File: config.mk
export PLATFORM = sky130hd
export DESIGN_NAME = scrp_top
export DESIGN_NICKNAME = d
export VERILOG_FILES = /design/src/logic/scrp_pkg.sv /design/src/logic/scrp_top.sv
export SDC_FILE = /design/constraint.sdc
export NUM_CORES = 1
export LEC_CHECK = 0
export BUFFER_PORTS_ARGS = -buffer_cell sky130_fd_sc_hd__buf_2
export CAP_MARGIN = 20
export CORE_MARGIN = 4
export CORE_UTILIZATION = 59
export DETAILED_ROUTE_END_ITERATION = 8
export PLACE_DENSITY_LB_ADDON = 0.15
export SLEW_MARGIN = 20
export SYNTH_ARGS = -nofsm -noshare
export SYNTH_HDL_FRONTEND = slang
export SYNTH_SLANG_ARGS = --single-unit
File: constraint.sdc
create_clock -name REF_CLK_I -period 13.3 [get_ports REF_CLK_I]
set_input_delay 1.995 -clock REF_CLK_I [delete_from_list [all_inputs] [get_ports REF_CLK_I]]
set_output_delay 1.995 -clock REF_CLK_I [all_outputs]
set_load 0.05 [all_outputs]
File: src/logic/scrp_pkg.sv
/*
 * Constants, register offsets and field layout of the system clock, reset and
 * power controller. Assumes a single 125 MHz reference clock domain.
 */
package scrp_pkg;
	localparam logic [3:0] A_PLL_CTRL = 4'h0;
	localparam logic [3:0] A_PLL_CFG = 4'h1;
	localparam logic [3:0] A_PLL_STAT = 4'h2;
	localparam logic [3:0] A_PLL_FEED = 4'h3;
	localparam logic [3:0] A_PWR_CTRL = 4'h4;
	localparam logic [3:0] A_PCLK_DIV = 4'h5;
	localparam logic [3:0] A_MEM_MAP = 4'h6;
	localparam logic [3:0] A_EXT_MODE = 4'h7;
	localparam logic [3:0] A_EXT_FLAG = 4'h8;
	localparam logic [3:0] A_EXT_WAKE = 4'h9;
	localparam logic [3:0] A_SYS_STAT = 4'hA;
	localparam logic [3:0] A_EXT_SEL = 4'hB;
	localparam logic [3:0] A_RTC_SRC = 4'hC;
	localparam logic [3:0] A_EXT_POL = 4'hD;
	// pll config fields
	localparam int MSEL_LSB = 0;
	localparam int MSEL_W = 5;
	localparam int PSEL_LSB = 5;
	localparam int PSEL_W = 2;
	// pll control bits
	localparam int PLL_EN_BIT = 0;
	localparam int PLL_CONN_BIT = 1;
	// power control bits
	localparam int PWR_IDLE_BIT = 0;
	localparam int PWR_DOWN_BIT = 1;
	// pll feed sequence
	localparam logic [7:0] FEED_A = 8'hAA;
	localparam logic [7:0] FEED_B = 8'h55;
	// peripheral divider codes
	localparam logic [1:0] PDIV_QUARTER = 2'h0;
	localparam logic [1:0] PDIV_FULL = 2'h1;
	localparam logic [1:0] PDIV_HALF = 2'h2;
	// controlled oscillator limits in MHz, multiplier range
	localparam int CCO_MIN_MHZ = 156;
	localparam int CCO_MAX_MHZ = 320;
	localparam int MULT_MIN = 1;
	localparam int MULT_MAX = 32;
	// timing
	localparam int CLK_MHZ = 125;
	localparam int PLL_LOCK_US = 100;
	localparam int PLL_LOCK_CYC = PLL_LOCK_US * CLK_MHZ;
	localparam int WAKE_CYC = 4096;
	localparam int NUM_EXT_PINS = 9;
	localparam int NUM_EXT_IRQ = 4;
	localparam logic [31:0] SECURITY_WORD = 32'h87654321;
	localparam logic [31:0] SECURITY_ADDR = 32'h000001FC;
	localparam logic [31:0] RESET_VECTOR = 32'h00000000;
	typedef enum {ST_RESET, ST_WAKE, ST_RUN, ST_IDLE, ST_PDOWN} scrp_state_t;
endpackage

File: src/logic/scrp_top.sv
/*
 * System clock, reset and power controller: pll control, reset sequencing with
 * wake-up timer, brownout, code security, external wake interrupts, vector
 * map, low power modes and peripheral clock enable.
 * Assumes oscillator and flash report status as synchronous levels.
 */
`timescale 1ns/10ps
module scrp_top #(
	parameter int LOCK_CYC = scrp_pkg::PLL_LOCK_CYC,
	parameter int WAKE_CYCLES = scrp_pkg::WAKE_CYC,
	parameter int CCO_IN_MHZ = 12
) (
	input wire logic REF_CLK_I, // reference clock
	input wire logic RST_I, // synchronous reset, active high
	input wire logic [3:0] ADDR_I, // register index
	input wire logic [31:0] WDATA_I, // write data
	input wire logic WR_I, // write strobe
	input wire logic RD_I, // read strobe
	output logic [31:0] RDATA_O, // read data, cycle after read
	input wire logic RESET_PIN_N_I, // external reset, active low
	input wire logic WDT_RESET_I, // watchdog reset request
	input wire logic OSC_OK_I, // oscillator running
	input wire logic FLASH_READY_I, // flash init complete
	input wire logic BOD_WARN_I, // supply below first threshold
	input wire logic BOD_RESET_I, // supply below second threshold
	input wire logic CHECKSUM_OK_I, // boot checksum valid
	input wire logic [31:0] SEC_WORD_I, // word read at security location
	input wire logic CHIP_ERASE_I, // full erase done by isp
	input wire logic [8:0] EXT_PIN_I, // external interrupt pins
	input wire logic CPU_IRQ_I, // any pending processor interrupt
	output logic CHIP_RESET_O, // internal reset, active high
	output logic [31:0] RESET_VECTOR_O, // fetch address after reset
	output logic CPU_CLK_EN_O, // processor clock enable
	output logic CLK_SEL_PLL_O, // processor clock from pll
	output logic PLL_POWER_O, // pll powered
	output logic PLL_LOCK_O, // pll lock status
	output logic [4:0] PLL_MULT_O, // feedback multiplier minus one
	output logic [1:0] PLL_PDIV_O, // output divider code
	output logic OSC_EN_O, // oscillator enable
	output logic PERIPH_CLK_EN_O, // peripheral clock enable pulse
	output logic RTC_CLK_EN_O, // rtc counting allowed
	output logic BOD_IRQ_O, // brownout interrupt
	output logic [3:0] EXT_IRQ_O, // external interrupt requests
	output logic DEBUG_EN_O, // debug access allowed
	output logic VEC_SRAM_O // vectors from sram
);
	import scrp_pkg::*;

	function automatic logic [31:0] cco_mhz(input logic [4:0] m, input logic [1:0] p);
		cco_mhz = 32'(CCO_IN_MHZ) * (32'(m) + 32'h1) * (32'h2 << p);
	endfunction

	////////////////////////////////////////////////////////////////////
	scrp_state_t state_r;
	logic [15:0] wake_cnt_r;
	logic pll_en_r, pll_conn_r, pll_en_act_r, pll_conn_act_r;
	logic [4:0] msel_r, msel_act_r;
	logic [1:0] psel_r, psel_act_r;
	logic feed_a_r;
	logic [15:0] lock_cnt_r;
	logic lock_r;
	logic [1:0] pdiv_r, pcnt_r;
	logic vec_sram_r;
	logic [3:0] ext_mode_r, ext_pol_r, ext_flag_r, ext_wake_r;
	logic [3:0] ext_lvl, ext_prev_r, ext_evt;
	logic [8:0] ext_sel_r;
	logic rtc_ext_r;
	logic debug_en_r, sec_done_r;
	logic wake_req;
	logic cfg_ok;

	// any reset source restarts the wake-up timer
	wire rst_src = RST_I | ~RESET_PIN_N_I | WDT_RESET_I | BOD_RESET_I;

	////////////////////////////////////////////////////////////////////
	// reset and power state sequencing
	always_ff @(posedge REF_CLK_I) begin
		if (rst_src) begin
			state_r <= ST_RESET;
			wake_cnt_r <= 16'h0000;
		end else begin
			case (state_r)
				ST_RESET: begin
					wake_cnt_r <= 16'h0000;
					state_r <= ST_WAKE;
				end
				ST_WAKE: begin
					if (!OSC_OK_I)
						wake_cnt_r <= 16'h0000;
					else if (wake_cnt_r < 16'(WAKE_CYCLES))
						wake_cnt_r <= wake_cnt_r + 16'h0001;
					else if (FLASH_READY_I)
						state_r <= ST_RUN;
				end
				ST_RUN: begin
					if (WR_I && ADDR_I == A_PWR_CTRL && WDATA_I[PWR_DOWN_BIT])
						state_r <= ST_PDOWN;
					else if (WR_I && ADDR_I == A_PWR_CTRL && WDATA_I[PWR_IDLE_BIT])
						state_r <= ST_IDLE;
				end
				ST_IDLE: if (CPU_IRQ_I || |ext_flag_r) state_r <= ST_RUN;
				ST_PDOWN: begin
					if (wake_req) begin
						wake_cnt_r <= 16'h0000;
						state_r <= ST_WAKE;
					end
				end
				default: state_r <= ST_RESET;
			endcase
		end
	end

	// chip reset from a reset source until the first wake after it completes
	logic in_reset_r;
	always_ff @(posedge REF_CLK_I) begin
		if (rst_src)
			in_reset_r <= 1'b1;
		else if (state_r == ST_WAKE && wake_cnt_r >= 16'(WAKE_CYCLES) && FLASH_READY_I)
			in_reset_r <= 1'b0;
	end
	wire sys_rst = rst_src | in_reset_r;

	////////////////////////////////////////////////////////////////////
	// pll control: changes take effect on an aa/55 feed pair
	assign cfg_ok = cco_mhz(msel_r, psel_r) >= 32'(CCO_MIN_MHZ)
		&& cco_mhz(msel_r, psel_r) <= 32'(CCO_MAX_MHZ);

	always_ff @(posedge REF_CLK_I) begin
		if (sys_rst) begin
			pll_en_r <= 1'b0;
			pll_conn_r <= 1'b0;
			msel_r <= 5'h00;
			psel_r <= 2'h0;
		end else if (WR_I && ADDR_I == A_PLL_CTRL) begin
			pll_en_r <= WDATA_I[PLL_EN_BIT];
			pll_conn_r <= WDATA_I[PLL_CONN_BIT];
		end else if (WR_I && ADDR_I == A_PLL_CFG) begin
			msel_r <= WDATA_I[MSEL_LSB +: MSEL_W];
			psel_r <= WDATA_I[PSEL_LSB +: PSEL_W];
		end
	end

	always_ff @(posedge REF_CLK_I) begin
		if (sys_rst)
			feed_a_r <= 1'b0;
		else if (WR_I)
			feed_a_r <= ADDR_I == A_PLL_FEED && WDATA_I[7:0] == FEED_A;
	end
	wire feed_ok = WR_I && ADDR_I == A_PLL_FEED && WDATA_I[7:0] == FEED_B && feed_a_r;

	always_ff @(posedge REF_CLK_I) begin
		if (sys_rst) begin
			pll_en_act_r <= 1'b0;
			pll_conn_act_r <= 1'b0;
			msel_act_r <= 5'h00;
			psel_act_r <= 2'h0;
		end else if (state_r == ST_PDOWN) begin
			pll_en_act_r <= 1'b0;
			pll_conn_act_r <= 1'b0;
		end else if (feed_ok && cfg_ok) begin
			pll_en_act_r <= pll_en_r;
			// connection refused until locked
			pll_conn_act_r <= pll_en_r & pll_conn_r & lock_r;
			msel_act_r <= msel_r;
			psel_act_r <= psel_r;
		end
	end

	// lock modelled as settling count after activation; idle keeps it running
	always_ff @(posedge REF_CLK_I) begin
		if (sys_rst || !pll_en_act_r) begin
			lock_cnt_r <= 16'h0000;
			lock_r <= 1'b0;
		end else if (lock_cnt_r < 16'(LOCK_CYC - 1)) begin
			lock_cnt_r <= lock_cnt_r + 16'h0001;
		end else begin
			lock_r <= 1'b1;
		end
	end

	////////////////////////////////////////////////////////////////////
	// peripheral divider, memory map, rtc source
	always_ff @(posedge REF_CLK_I) begin
		if (sys_rst)
			pdiv_r <= PDIV_QUARTER;
		else if (WR_I && ADDR_I == A_PCLK_DIV)
			pdiv_r <= WDATA_I[1:0];
	end

	always_ff @(posedge REF_CLK_I) begin
		if (sys_rst)
			pcnt_r <= 2'h0;
		else if (state_r == ST_RUN || state_r == ST_IDLE)
			pcnt_r <= pcnt_r + 2'h1;
	end

	always_ff @(posedge REF_CLK_I) begin
		if (sys_rst) begin
			vec_sram_r <= 1'b0;
			rtc_ext_r <= 1'b0;
		end else if (WR_I && ADDR_I == A_MEM_MAP) begin
			vec_sram_r <= WDATA_I[0];
		end else if (WR_I && ADDR_I == A_RTC_SRC) begin
			rtc_ext_r <= WDATA_I[0];
		end
	end

	////////////////////////////////////////////////////////////////////
	// external interrupts: nine pins routed onto four lines
	always_ff @(posedge REF_CLK_I) begin
		if (sys_rst) begin
			ext_mode_r <= 4'h0;
			ext_pol_r <= 4'h0;
			ext_wake_r <= 4'h0;
			ext_sel_r <= 9'h000;
		end else if (WR_I) begin
			if (ADDR_I == A_EXT_MODE) ext_mode_r <= WDATA_I[3:0];
			if (ADDR_I == A_EXT_POL) ext_pol_r <= WDATA_I[3:0];
			if (ADDR_I == A_EXT_WAKE) ext_wake_r <= WDATA_I[3:0];
			if (ADDR_I == A_EXT_SEL) ext_sel_r <= WDATA_I[8:0];
		end
	end

	// pin n feeds line n mod 4 when selected
	always_comb begin
		ext_lvl = ext_pol_r;
		for (int n = 0; n < NUM_EXT_PINS; n++)
			if (ext_sel_r[n] && (EXT_PIN_I[n] ^ ext_pol_r[n % NUM_EXT_IRQ]))
				ext_lvl[n % NUM_EXT_IRQ] = ~ext_pol_r[n % NUM_EXT_IRQ];
		ext_lvl = ext_lvl ^ ext_pol_r;
	end

	always_ff @(posedge REF_CLK_I) begin
		if (sys_rst)
			ext_prev_r <= 4'h0;
		else
			ext_prev_r <= ext_lvl;
	end
	assign ext_evt = ext_mode_r & ext_lvl & ~ext_prev_r | ~ext_mode_r & ext_lvl;

	// set wins over a same-cycle clear; level lines re-set while active
	always_ff @(posedge REF_CLK_I) begin
		if (sys_rst)
			ext_flag_r <= 4'h0;
		else if (WR_I && ADDR_I == A_EXT_FLAG)
			ext_flag_r <= ext_flag_r & ~WDATA_I[3:0] | ext_evt;
		else
			ext_flag_r <= ext_flag_r | ext_evt;
	end

	// wake works on raw levels since clocks are gated in power-down
	assign wake_req = |(ext_lvl & ext_wake_r);

	////////////////////////////////////////////////////////////////////
	// code security: sampled once after reset release
	always_ff @(posedge REF_CLK_I) begin
		if (RST_I) begin
			debug_en_r <= 1'b1;
			sec_done_r <= 1'b0;
		end else if (CHIP_ERASE_I) begin
			debug_en_r <= 1'b1;
		end else if (!sys_rst && !sec_done_r) begin
			sec_done_r <= 1'b1;
			if (CHECKSUM_OK_I && SEC_WORD_I == SECURITY_WORD)
				debug_en_r <= 1'b0;
		end else if (sys_rst) begin
			sec_done_r <= 1'b0;
		end
	end

	////////////////////////////////////////////////////////////////////
	// register read port
	always_ff @(posedge REF_CLK_I) begin
		if (RST_I) begin
			RDATA_O <= 32'h00000000;
		end else if (RD_I) begin
			case (ADDR_I)
				A_PLL_CTRL: RDATA_O <= {30'h0, pll_conn_r, pll_en_r};
				A_PLL_CFG: RDATA_O <= {25'h0, psel_r, msel_r};
				// bit 7 kept spare so the enable, connect and lock bits sit at 8..10
				A_PLL_STAT: RDATA_O <= {21'h0, lock_r, pll_conn_act_r, pll_en_act_r,
					1'b0, psel_act_r, msel_act_r};
				A_PCLK_DIV: RDATA_O <= {30'h0, pdiv_r};
				A_MEM_MAP: RDATA_O <= {31'h0, vec_sram_r};
				A_EXT_MODE: RDATA_O <= {28'h0, ext_mode_r};
				A_EXT_FLAG: RDATA_O <= {28'h0, ext_flag_r};
				A_EXT_WAKE: RDATA_O <= {28'h0, ext_wake_r};
				A_EXT_SEL: RDATA_O <= {23'h0, ext_sel_r};
				A_EXT_POL: RDATA_O <= {28'h0, ext_pol_r};
				A_RTC_SRC: RDATA_O <= {31'h0, rtc_ext_r};
				A_SYS_STAT: RDATA_O <= {29'h0, debug_en_r, BOD_RESET_I, BOD_WARN_I};
				default: RDATA_O <= 32'h00000000;
			endcase
		end else begin
			RDATA_O <= 32'h00000000;
		end
	end

	////////////////////////////////////////////////////////////////////
	// outputs
	wire running = state_r == ST_RUN;
	assign CHIP_RESET_O = sys_rst;
	assign RESET_VECTOR_O = RESET_VECTOR;
	assign CPU_CLK_EN_O = running && !sys_rst;
	// output divider is at least 2, so the pll clock is 50 percent duty
	assign CLK_SEL_PLL_O = pll_en_act_r & pll_conn_act_r;
	assign PLL_POWER_O = pll_en_act_r;
	assign PLL_LOCK_O = lock_r;
	assign PLL_MULT_O = msel_act_r;
	assign PLL_PDIV_O = psel_act_r;
	assign OSC_EN_O = state_r != ST_PDOWN;
	assign PERIPH_CLK_EN_O = (state_r == ST_RUN || state_r == ST_IDLE) &&
		(pdiv_r == PDIV_FULL || (pdiv_r == PDIV_HALF && !pcnt_r[0]) ||
		(pdiv_r != PDIV_FULL && pdiv_r != PDIV_HALF && pcnt_r == 2'h0));
	assign RTC_CLK_EN_O = state_r != ST_PDOWN || rtc_ext_r;
	assign BOD_IRQ_O = BOD_WARN_I;
	assign EXT_IRQ_O = ext_flag_r;
	assign DEBUG_EN_O = debug_en_r;
	assign VEC_SRAM_O = vec_sram_r;
endmodule

Word-level counts from Yosys, hierarchy flattened. Index checks and enable logic that the tools add are counted.

Add/sub/neg operators: 4. Multiply operators: 2. Divide/modulo/power cells: 0. $lt $le $gt $ge: 5. Equality and inequality tests: 36. Shift operators: 1. Muxes and demuxes: 25. Bitwise gates (word level): 38. Reductions and logical operators: 64.

Operators with widths (count): 32-bit two-way mux (7); 32-bit one-hot mux with 5 select lines (1); 11-bit one-hot mux with 12 select lines (1); 32-bit by 2-bit equality test with 1-bit output, second input constant (3); 32-bit by 3-bit equality test with 1-bit output, second input constant (3); 16-bit two-way mux (3); 16-bit one-hot mux with 3 select lines (1); 1-bit logical AND (33); 16-bit by 1-bit adder with 16-bit output, second input constant (2); 32-bit by 1-bit equality test with 1-bit output, second input constant (1); 32-bit equality test, second input constant (1); 32-bit by 4-bit equality test with 1-bit output, second input constant (1); 32-bit by 8-bit greater-or-equal comparator with 1-bit output, second input constant (1); 32-bit by 9-bit <= comparator with 1-bit output, second input constant (1); 32-bit zero test (1); 8-bit by 32-bit multiplier with 30-bit output (1); 32-bit by 4-bit inequality test with 1-bit output, second input constant (1); 2-bit by 2-bit << shifter with 32-bit output, first input constant (1); 4-bit equality test, second input constant (6); 4-bit bitwise AND (5); 2-bit AND reduction (9); 4-bit by 3-bit equality test with 1-bit output, second input constant (4); 16-bit by 13-bit greater-or-equal comparator with 1-bit output, second input constant (1); 16-bit by 13-bit < comparator with 1-bit output, second input constant (1); 32 further kinds (86).

Register bits after elaboration: 154. Latch bits: 0. RAM bits: 0. Memory bits (read-only): 0. Input bits: 90. Word-level logic and storage cells: 202. Memories: 0.

Logic depth before layout (Yosys ltp). Gate-level depths: netlist of the first run.

Depth in word-level cells: 11. Gate-level depth with buffers: 25. Depth with buffers taken out: 23.

Worst setup path after synthesis of the first run. No wires, ideal clock.

Path kind: register to register. Start point: register msel_r[0]. End point: register pll_conn_act_r. Setup time: 86 ps. Data arrival time: 6151 ps. Required time: 13214 ps. Slack: 7063 ps. Cell stages (with the launch flop): 24. Path buffers: 1. Clock period less this slack: 6237 ps. Path through: dfxtp_1 -> clkbuf_1 -> inv_1 -> ha_1 -> inv_1 -> ha_1 -> a21o_1 -> a21oi_1 -> o21bai_1 -> a21oi_1 -> xnor2_1 -> nand2_1 -> fa_1 -> fa_1 -> inv_1 -> fa_1 -> ha_1 -> ha_1 -> or3_1 -> a211o_1 -> a221oi_1 -> nand2_1 -> or4_1 -> a211oi_1.

Cells in the longest elaborated chain, start to end: 6. Elaborated cells on any way between the ends: 7.

RTL lines: start: declaration (RTL line scrp_top.sv:57) `logic [4:0] msel_r, msel_act_r;`; start signal: assignment (RTL line scrp_top.sv:138) `msel_r <= WDATA_I[MSEL_LSB +: MSEL_W];`; 5-bit by 1-bit adder with 6-bit output (*) (RTL line scrp_top.sv:50) `cco_mhz = 32'(CCO_IN_MHZ) * (32'(m) + 32'h1) * (32'h2 << p);`; 2-bit by 6-bit multiplier with 8-bit output (*) (RTL line scrp_top.sv:50); 8-bit by 32-bit multiplier with 30-bit output (*) (RTL line scrp_top.sv:50); 32-bit by 8-bit greater-or-equal comparator with 1-bit output / 32-bit by 9-bit <= comparator with 1-bit output (equally long branches) (RTL line scrp_top.sv:125, scrp_top.sv:126); 1-bit logical AND (*) (RTL line scrp_top.sv:126) `&& cco_mhz(msel_r, psel_r) <= 32'(CCO_MAX_MHZ);`; 1-bit logical AND (*) (RTL line scrp_top.sv:160) `end else if (feed_ok && cfg_ok) begin`; end signal: assignment (RTL line scrp_top.sv:163) `pll_conn_act_r <= pll_en_r & pll_conn_r & lock_r;`; end: declaration (RTL line scrp_top.sv:56) `logic pll_en_r, pll_conn_r, pll_en_act_r, pll_conn_act_r;`.

Every way passes the cells marked *; elsewhere a longest branch is shown, timed or not. A chain may end at the register's enable or synchronous reset.

Worst setup path after layout of the first run.
Start point: register msel_r[0]. End point: register msel_act_r[0], in the netlist PLL_MULT_O[0].

Cells in the longest elaborated chain, start to end: 7. Elaborated cells on any way between the ends: 8.

RTL lines: 5-bit by 1-bit adder with 6-bit output (RTL line scrp_top.sv:50); 2-bit by 6-bit multiplier with 8-bit output (RTL line scrp_top.sv:50); 8-bit by 32-bit multiplier with 30-bit output (RTL line scrp_top.sv:50); 32-bit by 8-bit greater-or-equal comparator with 1-bit output / 32-bit by 9-bit <= comparator with 1-bit output (equally long branches) (RTL line scrp_top.sv:125, scrp_top.sv:126); 1-bit logical AND (RTL line scrp_top.sv:126); 1-bit logical AND (RTL line scrp_top.sv:160); 2-bit AND reduction (no source line); end signal: assignment (RTL line scrp_top.sv:164) `msel_act_r <= msel_r;`; end: declaration (RTL line scrp_top.sv:57).

Several ways; a longest one is shown, not always the timed one.

==> results.md, run 1 <==
* Status: finished clean
* Main flop type after synthesis: dfxtp_1
* Async SR Flop Fraction at 0%
* Number of max-cap violations at 0
* Number of buffers inserted by hold repair at cts at 0
* IO Port Bufs at 99
* Mapped cell area at 7219 um2
* Max Fclk at 0.1433 GHz
* I/O pin count at 176
* RSZ-0062 raised after global routing: no
* N_diodes at 0
* CP delay by family, top: adder cells
* Relative slew slack at 29.61%
* VDD IR max at 51.76 uV
* CP Capture Type: register
* Routed Antenna Nets at 0
* Antenna violations before repair at 0
* Buf+Inv Stages, Crit Path at 1
* Leak at 0.003319 uW
* Worst EP required at 13.58 ns
* Worst-margin pin slew at 1.056 ns
* GRT overflow at 0
* Post-synth EDFFs at 0
* Slew Viols, Final at 0
* CTS resizes at 0
* Final Non-Filler Cells at 1,109
* Num CTS Buffers at 9
* FILL cells at 1,073
* Clock sink total at 104
* Clock Skew at 0.006588 ns
* Pint at 489.4 uW
* Setup TNS Final at 0 ns
* Element type at the critical path start: register
* Slowest CP cell: dfxtp_1
* Final WL at 18.41 mm
* Final min period at 6.978 ns
* Yosys reg bits at 104
* Clock transition at path regs at 0.07 ns
* CTS tree: done
* Power per cell area at 84.13 nW/um2
* Initial Util at 60.10%
* Clock power share at 42.9%
* Synth Area per Inst at 8.158 um2
* Number of global-route vias before repair at 6,156
* Final setup vio count at 0
* Cells after DPL at 1,092
* Total GRT Usage at 25.75%
* P&R area growth vs syn at 9.203%
* Largest net degree at the start of global routing at 51
* DRC viols at 0
* Sequential share of power at 47.0%
* Via Count at 6,541
* H-tree depth at 3
* Gpl congestion at 0.9489
* Final hold violations at 0
* Die Width at 118.6 um
* Post-CTS Setup Bufs at 0
* Detailed Place HPWL at 13.80 mm
* Core area at 12,010 um2
* DR vias/cell at 5.898
* YS warnings at 0
* Worst hold path class: register to register
* NumNets Final at 1,109
* Initial DRC Count at 433
* Worst path cell trace: ha_1 > xor2_1 > ha_1 > a21o_1 > a21oi_1 > o21bai_1 > a21oi_1 > xnor2_1 > nand2_1 > fa_1 > fa_1 > inv_1 > fa_1 > ha_1 > ha_1 > or3_1 > a211o_1 > a221oi_1 > nand3_1 > nor4_4 > mux2i_1
* Crit-path max cell delay at 0.63 ns
* CP most frequent cell: ha_1
* Tcrit/Tclk final at 52.47%
* Count of cell types in the netlist at 83
* NetSw at 173.9 uW
* Layout cell share with drive strength beyond 1 at 14.14%
* Cell count after synthesis at 885
* Seq/Total Area, Yosys at 28.84%
* Clock latency on the worst-skew pair at 0.35 ns
* CP max FO at 12
* First-pass GRT wire length at 30.05 mm
* Die area at 14,070 um2
* Crit path arrival time at 7.25 ns
* Cell Rows at 40
* Reg-to-reg slack, setup at 6.32 ns
* Clock Tree Root: clkbuf_16
* Crit path kind: register to register
* DR pass1 iterations at 5
* Clock tree buffer depth at 2
* Die Height at 118.6 um
* DR WL/cell at 16.60 um
* Comb power frac at 10.1%
* Switch share at 26.22%
## cell type report
class / count / area, um2 / share of cell area (%)
clock buffers: 9 / 225.2 / 2.857
inverters: 46 / 172.7 / 2.190
clock inverters: 7 / 92.59 / 1.174
repair buffers: 103 / 525.5 / 6.666
well taps: 147 / 183.9 / 2.333
multi-input cells: 693 / 4602 / 58.37
flip-flops and latches: 104 / 2082 / 26.41
## per-stage QoR
stage                     setup WS [ns]  area, um2  power (uW)  hold WS (ns)  util [%]
after detailed placement          6.337       7559       384.3        0.4406     62.93
after floorplan                   7.063       7415       380.3        0.4227         -
after global routing              5.857       7884       682.6        0.4835     65.64
after CTS                         6.320       7876       664.5        0.4514     65.57
final                             6.322       7884       663.3        0.4502     65.64
after global placement            6.423       7559       384.0        0.4307     62.93
## tightest hold or removal path: stages, from the launching register on
cell and delay, ns:
dfxtp_1 0.31, nand2_1 0.05, nand2_1 0.04
## cells in the final DEF, fill, tap and decap left out, types with 13 or more instances in the layout
cell     count
nand3_1     42
xnor2_1     26
buf_2       99
inv_1       45
nor2_1     110
a21oi_1     51
nand2_1     84
mux2i_1     35
dfxtp_1    104
fa_1        13
ha_1        49
o21ai_0     13
conb_1      53
xor2_1      13
## logic make-up after synthesis
group	count (synthesis)	synth area share (%)
AND/OR/NAND/NOR	341	22.98
AO/OA/AOI/OAI	158	15.39
buffers and inverters	140	10.12
flip-flops	104	28.84
adder cells (fa/ha/maj)	62	12.10
multiplexers	40	5.789
XOR/XNOR	39	4.731
other	1	0.05194
## power by group through the flow
stage          sequential, uW  combinational, uW  clock (uW)
2_1_floorplan             319               61.4           0
3_3_place_gp              319               65.2           0
3_5_place_dp              319               65.5           0
4_1_cts                   312               65.8         287
5_1_grt                   311               70.4         301
6_report                  312               67.1         285
## sequential cells by signal, summed over array words and instances, names as in the netlist, 3 cells and up
register / cells
ext_pol_r: 4
EXT_IRQ_O: 4
ext_mode_r: 4
ext_prev_r: 4
lock_cnt_r: 16
msel_r: 5
state_r: 3
PLL_MULT_O: 5
ext_sel_r: 9
wake_cnt_r: 16
ext_wake_r: 4
RDATA_O: 11
## cells in the mapped netlist, types with 5 or more instances
cell      instances  share of area (%)
o21ai_0          13               0.90
nand3_1          42                2.9
xor2_1           13                1.6
clkbuf_1         35                1.8
and3_1           12                1.0
nand2_1          84                4.4
nor4_1            8               0.69
nor3_1           11               0.76
a21oi_1          51                3.5
a211oi_1          8               0.83
fa_1             13                3.6
ha_1             49                8.5
mux2i_1          35                4.9
nor2_1          110                5.7
and2_1            7               0.61
buf_4            54                5.6
a211o_1           5               0.61
nor4b_1           6               0.73
xnor2_1          26                3.2
nand4_1           8               0.69
dfxtp_1         104                 29
a221oi_1          6               0.73
nor2b_1          12                1.0
a22oi_1          12                1.2
inv_1            45                2.3
or2_2             5               0.43
nand2b_1          9               0.78
## metal layers
| metal | up-vias | share of wire, % | track usage [%] |
|---|---|---|---|
| met2 | 291 | 49 | 43.23 |
| met1 | 3060 | 42 | 33.48 |
| met3 | 31 | 7.4 | 5.359 |
| met4 | 0 | 1.6 | 7.314 |
| li1 | 3159 | - | - |
| met5 | - | 0 | 0 |
## path summary, 6_finish.rpt
check | startpoint | to | cells after the start
worst min-delay path | in_reset_r | in_reset_r | 2
worst min register to register | in_reset_r | in_reset_r | 2
worst max register to register | msel_r[0] | PLL_MULT_O[0] | 21
worst max-delay path | msel_r[0] | PLL_MULT_O[0] | 21
Note: power is estimated with default switching activity, not from simulation.
==> run 2: changes to the inputs <==
--- a/config.mk
+++ b/config.mk
@@ -8,7 +8,7 @@
 export BUFFER_PORTS_ARGS = -buffer_cell sky130_fd_sc_hd__buf_2
 export CAP_MARGIN = 20
 export CORE_MARGIN = 4
-export CORE_UTILIZATION = 59
+export CORE_UTILIZATION = 49
 export DETAILED_ROUTE_END_ITERATION = 8
 export PLACE_DENSITY_LB_ADDON = 0.15
 export SLEW_MARGIN = 20
==> constraint.sdc (replaced) <==
create_clock -name REF_CLK_I -period 5.85 [get_ports REF_CLK_I]
set_input_delay 0.8775 -clock REF_CLK_I [delete_from_list [all_inputs] [get_ports REF_CLK_I]]
set_output_delay 0.8775 -clock REF_CLK_I [all_outputs]
set_load 0.05 [all_outputs]
==> run 2 against run 1 <==
Die area grew 19%. Combinational power grew 130%. Routed wire length grew 3.7%. Sequential power grew 130%. Final cell count grew 7.1%. Design area grew 7.5%. Largest cell class unchanged. Largest power group unchanged.
==> results.md, run 2 (same netlist as run 1, synthesis figures left out) <==
* Crit path kind: register to register
* Max Fclk at 0.1727 GHz
* FILL cells at 1,381
* Worst hold path cell count at 2
* NumNets Final at 1,151
* Crit-path max cell delay at 0.59 ns
* Num CTS Buffers at 9
* Slew Viols, Final at 0
* Hold path start: in_reset_r
* Tcrit/Tclk final at 99.00%
* GRT overflow at 0
* Via Count at 6,507
* Final WL at 19.08 mm
* Slowest CP cell: fa_2
* Metal3 WL at 1.028 mm
* Routed Antenna Nets at 0
* Clock tree buffer depth at 2
* Clock latency on the worst-skew pair at 0.35 ns
* Pre-CTS setup slack at -0.1667 ns
* Leak at 0.003532 uW
* Final Non-Filler Cells at 1,188
* Die Width at 129.4 um
* Worst-margin pin slew at 1.030 ns
* Die area at 16,740 um2
* Total Power at 1449 uW
* Number of global-route vias before repair at 6,192
* Final min period at 5.791 ns
* Fin worst setup slack at 0.05857 ns
* Worst EP required at 6.12 ns
* Initial DRC Count at 424
* Antenna violations before repair at 0
* H-tree depth at 3
* Core area at 14,480 um2
* Placed inst area at 7949 um2
* Most frequent cells in the layout: 109 x nor2_1, 101 x dfxtp_1, 99 x buf_2, 82 x nand2_1, 53 x conb_1
* DR WL/cell at 16.06 um
* Final Instance Area at 8474 um2
* Clock sink total at 104
* DR pass1 iterations at 5
* Crit path arrival time at 6.06 ns
* R2R cell count at 21
* Setup TNS Final at 0 ns
* Final hold violations at 0
* First-pass GRT wire length at 30.51 mm
* I/O pin count at 176
* Initial Util at 49.86%
* Gpl congestion at 0.8895
* Final setup vio count at 0
* Reg-to-reg slack, setup at 0.06 ns
* Clock Skew at 0.009205 ns
* Clock Tree Root: clkbuf_16
* Relative slew slack at 30.86%
* Worst hold path class: register to register
* Regs by FF count: lock_cnt_r: 16 flops, wake_cnt_r: 16 flops, RDATA_O: 11 flops
* Cell Rows at 44
* Most common cell after layout, fill and taps aside: nor2_1
* Min-Delay Endpoint: in_reset_r
* Worst path cell trace: ha_4 > xor2_4 > ha_1 > a21o_1 > a21oi_2 > o21bai_1 > a21oi_2 > xnor2_2 > nand2_1 > fa_1 > fa_1 > inv_2 > fa_2 > ha_4 > ha_4 > or3_4 > a311o_1 > mux2i_1 > o2111ai_2 > or4_4 > a211oi_2
* Number of max-cap violations at 0
* Highest routing layer actually used: met4
* Clock transition at path regs at 0.08 ns
* CP Capture Type: register
* Detailed Place HPWL at 14.62 mm
* Layout cell share with drive strength beyond 1 at 20.92%
* Element type at the critical path start: register
* Status: finished clean
* Buf+Inv Stages, Crit Path at 1
* Total GRT Usage at 22.65%
* DR vias/cell at 5.477
* Power per cell area at 171.0 nW/um2
* CTS tree: done
* CP delay by family, top: adder cells
* Met2 WL at 9.393 mm
* Met1 WL at 8.233 mm
* Largest net degree at the start of global routing at 51
* IO Port Bufs at 99
* CP max FO at 5
* Die Height at 129.4 um
* N_diodes at 0
* VDD IR max at 127.5 uV
* Worst r2r src: msel_r[1]
* Reg2reg end: pll_conn_act_r
* CP most frequent cell: ha_4
* RSZ-0062 raised after global routing: yes
* Number of buffers inserted by hold repair at cts at 0
* Cells after DPL at 1,167
* P&R area growth vs syn at 17.38%
* DRC viols at 0
-- run 2: changes by cell type in the layout (fill, tap and decap cells not counted), sizes merged --
cell | before | now
buf | 103 | 145
clkinv | 3 | 4
bufinv | 2 | 0
inv | 48 | 49
-- run 2: per-stage QoR --
step | utilization [%] | hold WS, ns
final | 58.53 | 0.4531
after global routing | 58.53 | 0.4772
after CTS | 57.71 | 0.4551
after detailed placement | 54.90 | 0.4449
after global placement | 54.90 | 0.4313
after floorplan | - | 0.4227
-- run 2: layout make-up --
type	instances	area [um2]	area share, %
multi-input cells	693	4840	57.11
flip-flops and latches	104	2091	24.67
repair buffers	145	853.3	10.07
well taps	184	230.2	2.717
clock buffers	9	225.2	2.658
inverters	46	172.7	2.038
clock inverters	7	62.56	0.7382
-- run 2: tightest hold or removal path, cell delays in order, from the launching register on --
cell     delay, ns
dfxtp_1       0.31
nand2_1       0.06
nand2_1       0.04
-- run 2: routing by layer --
layer / global-route usage, % / vias to the layer above
met5: 0 / -
met4: 5.991 / 0
met3: 3.916 / 26
met2: 38.63 / 211
met1: 29.73 / 3047
li1: - / 3223
-- run 2: worst max path at each step --
stage               startpoint             end  slack (ns)  cells past startpoint
detailed placement   msel_r[1]  pll_conn_act_r       -0.17                     21
finish               msel_r[1]  pll_conn_act_r        0.06                     21
global placement     msel_r[1]  pll_conn_act_r       -0.09                     21
CTS                  msel_r[1]  pll_conn_act_r        0.01                     23
global route         msel_r[1]  pll_conn_act_r       -0.24                     22
floorplan            msel_r[0]   PLL_MULT_O[0]        0.01                     23
-- run 2: repair_timing --
item,CTS,global route
pin swaps,18,6
endpoints found under the setup margin,9,9
hold endpoints to repair,0,0
cloned,0,0
buffers inserted,4,2
gates resized for setup,17,19
-- run 2: power by group --
| part | switching (uW) | internal [uW] | leakage [uW] |
|---|---|---|---|
| Clock | 293 | 298 | 0.000146 |
| Combinational | 122 | 29.2 | 0.00255 |
| Sequential | 0.566 | 707 | 0.000839 |
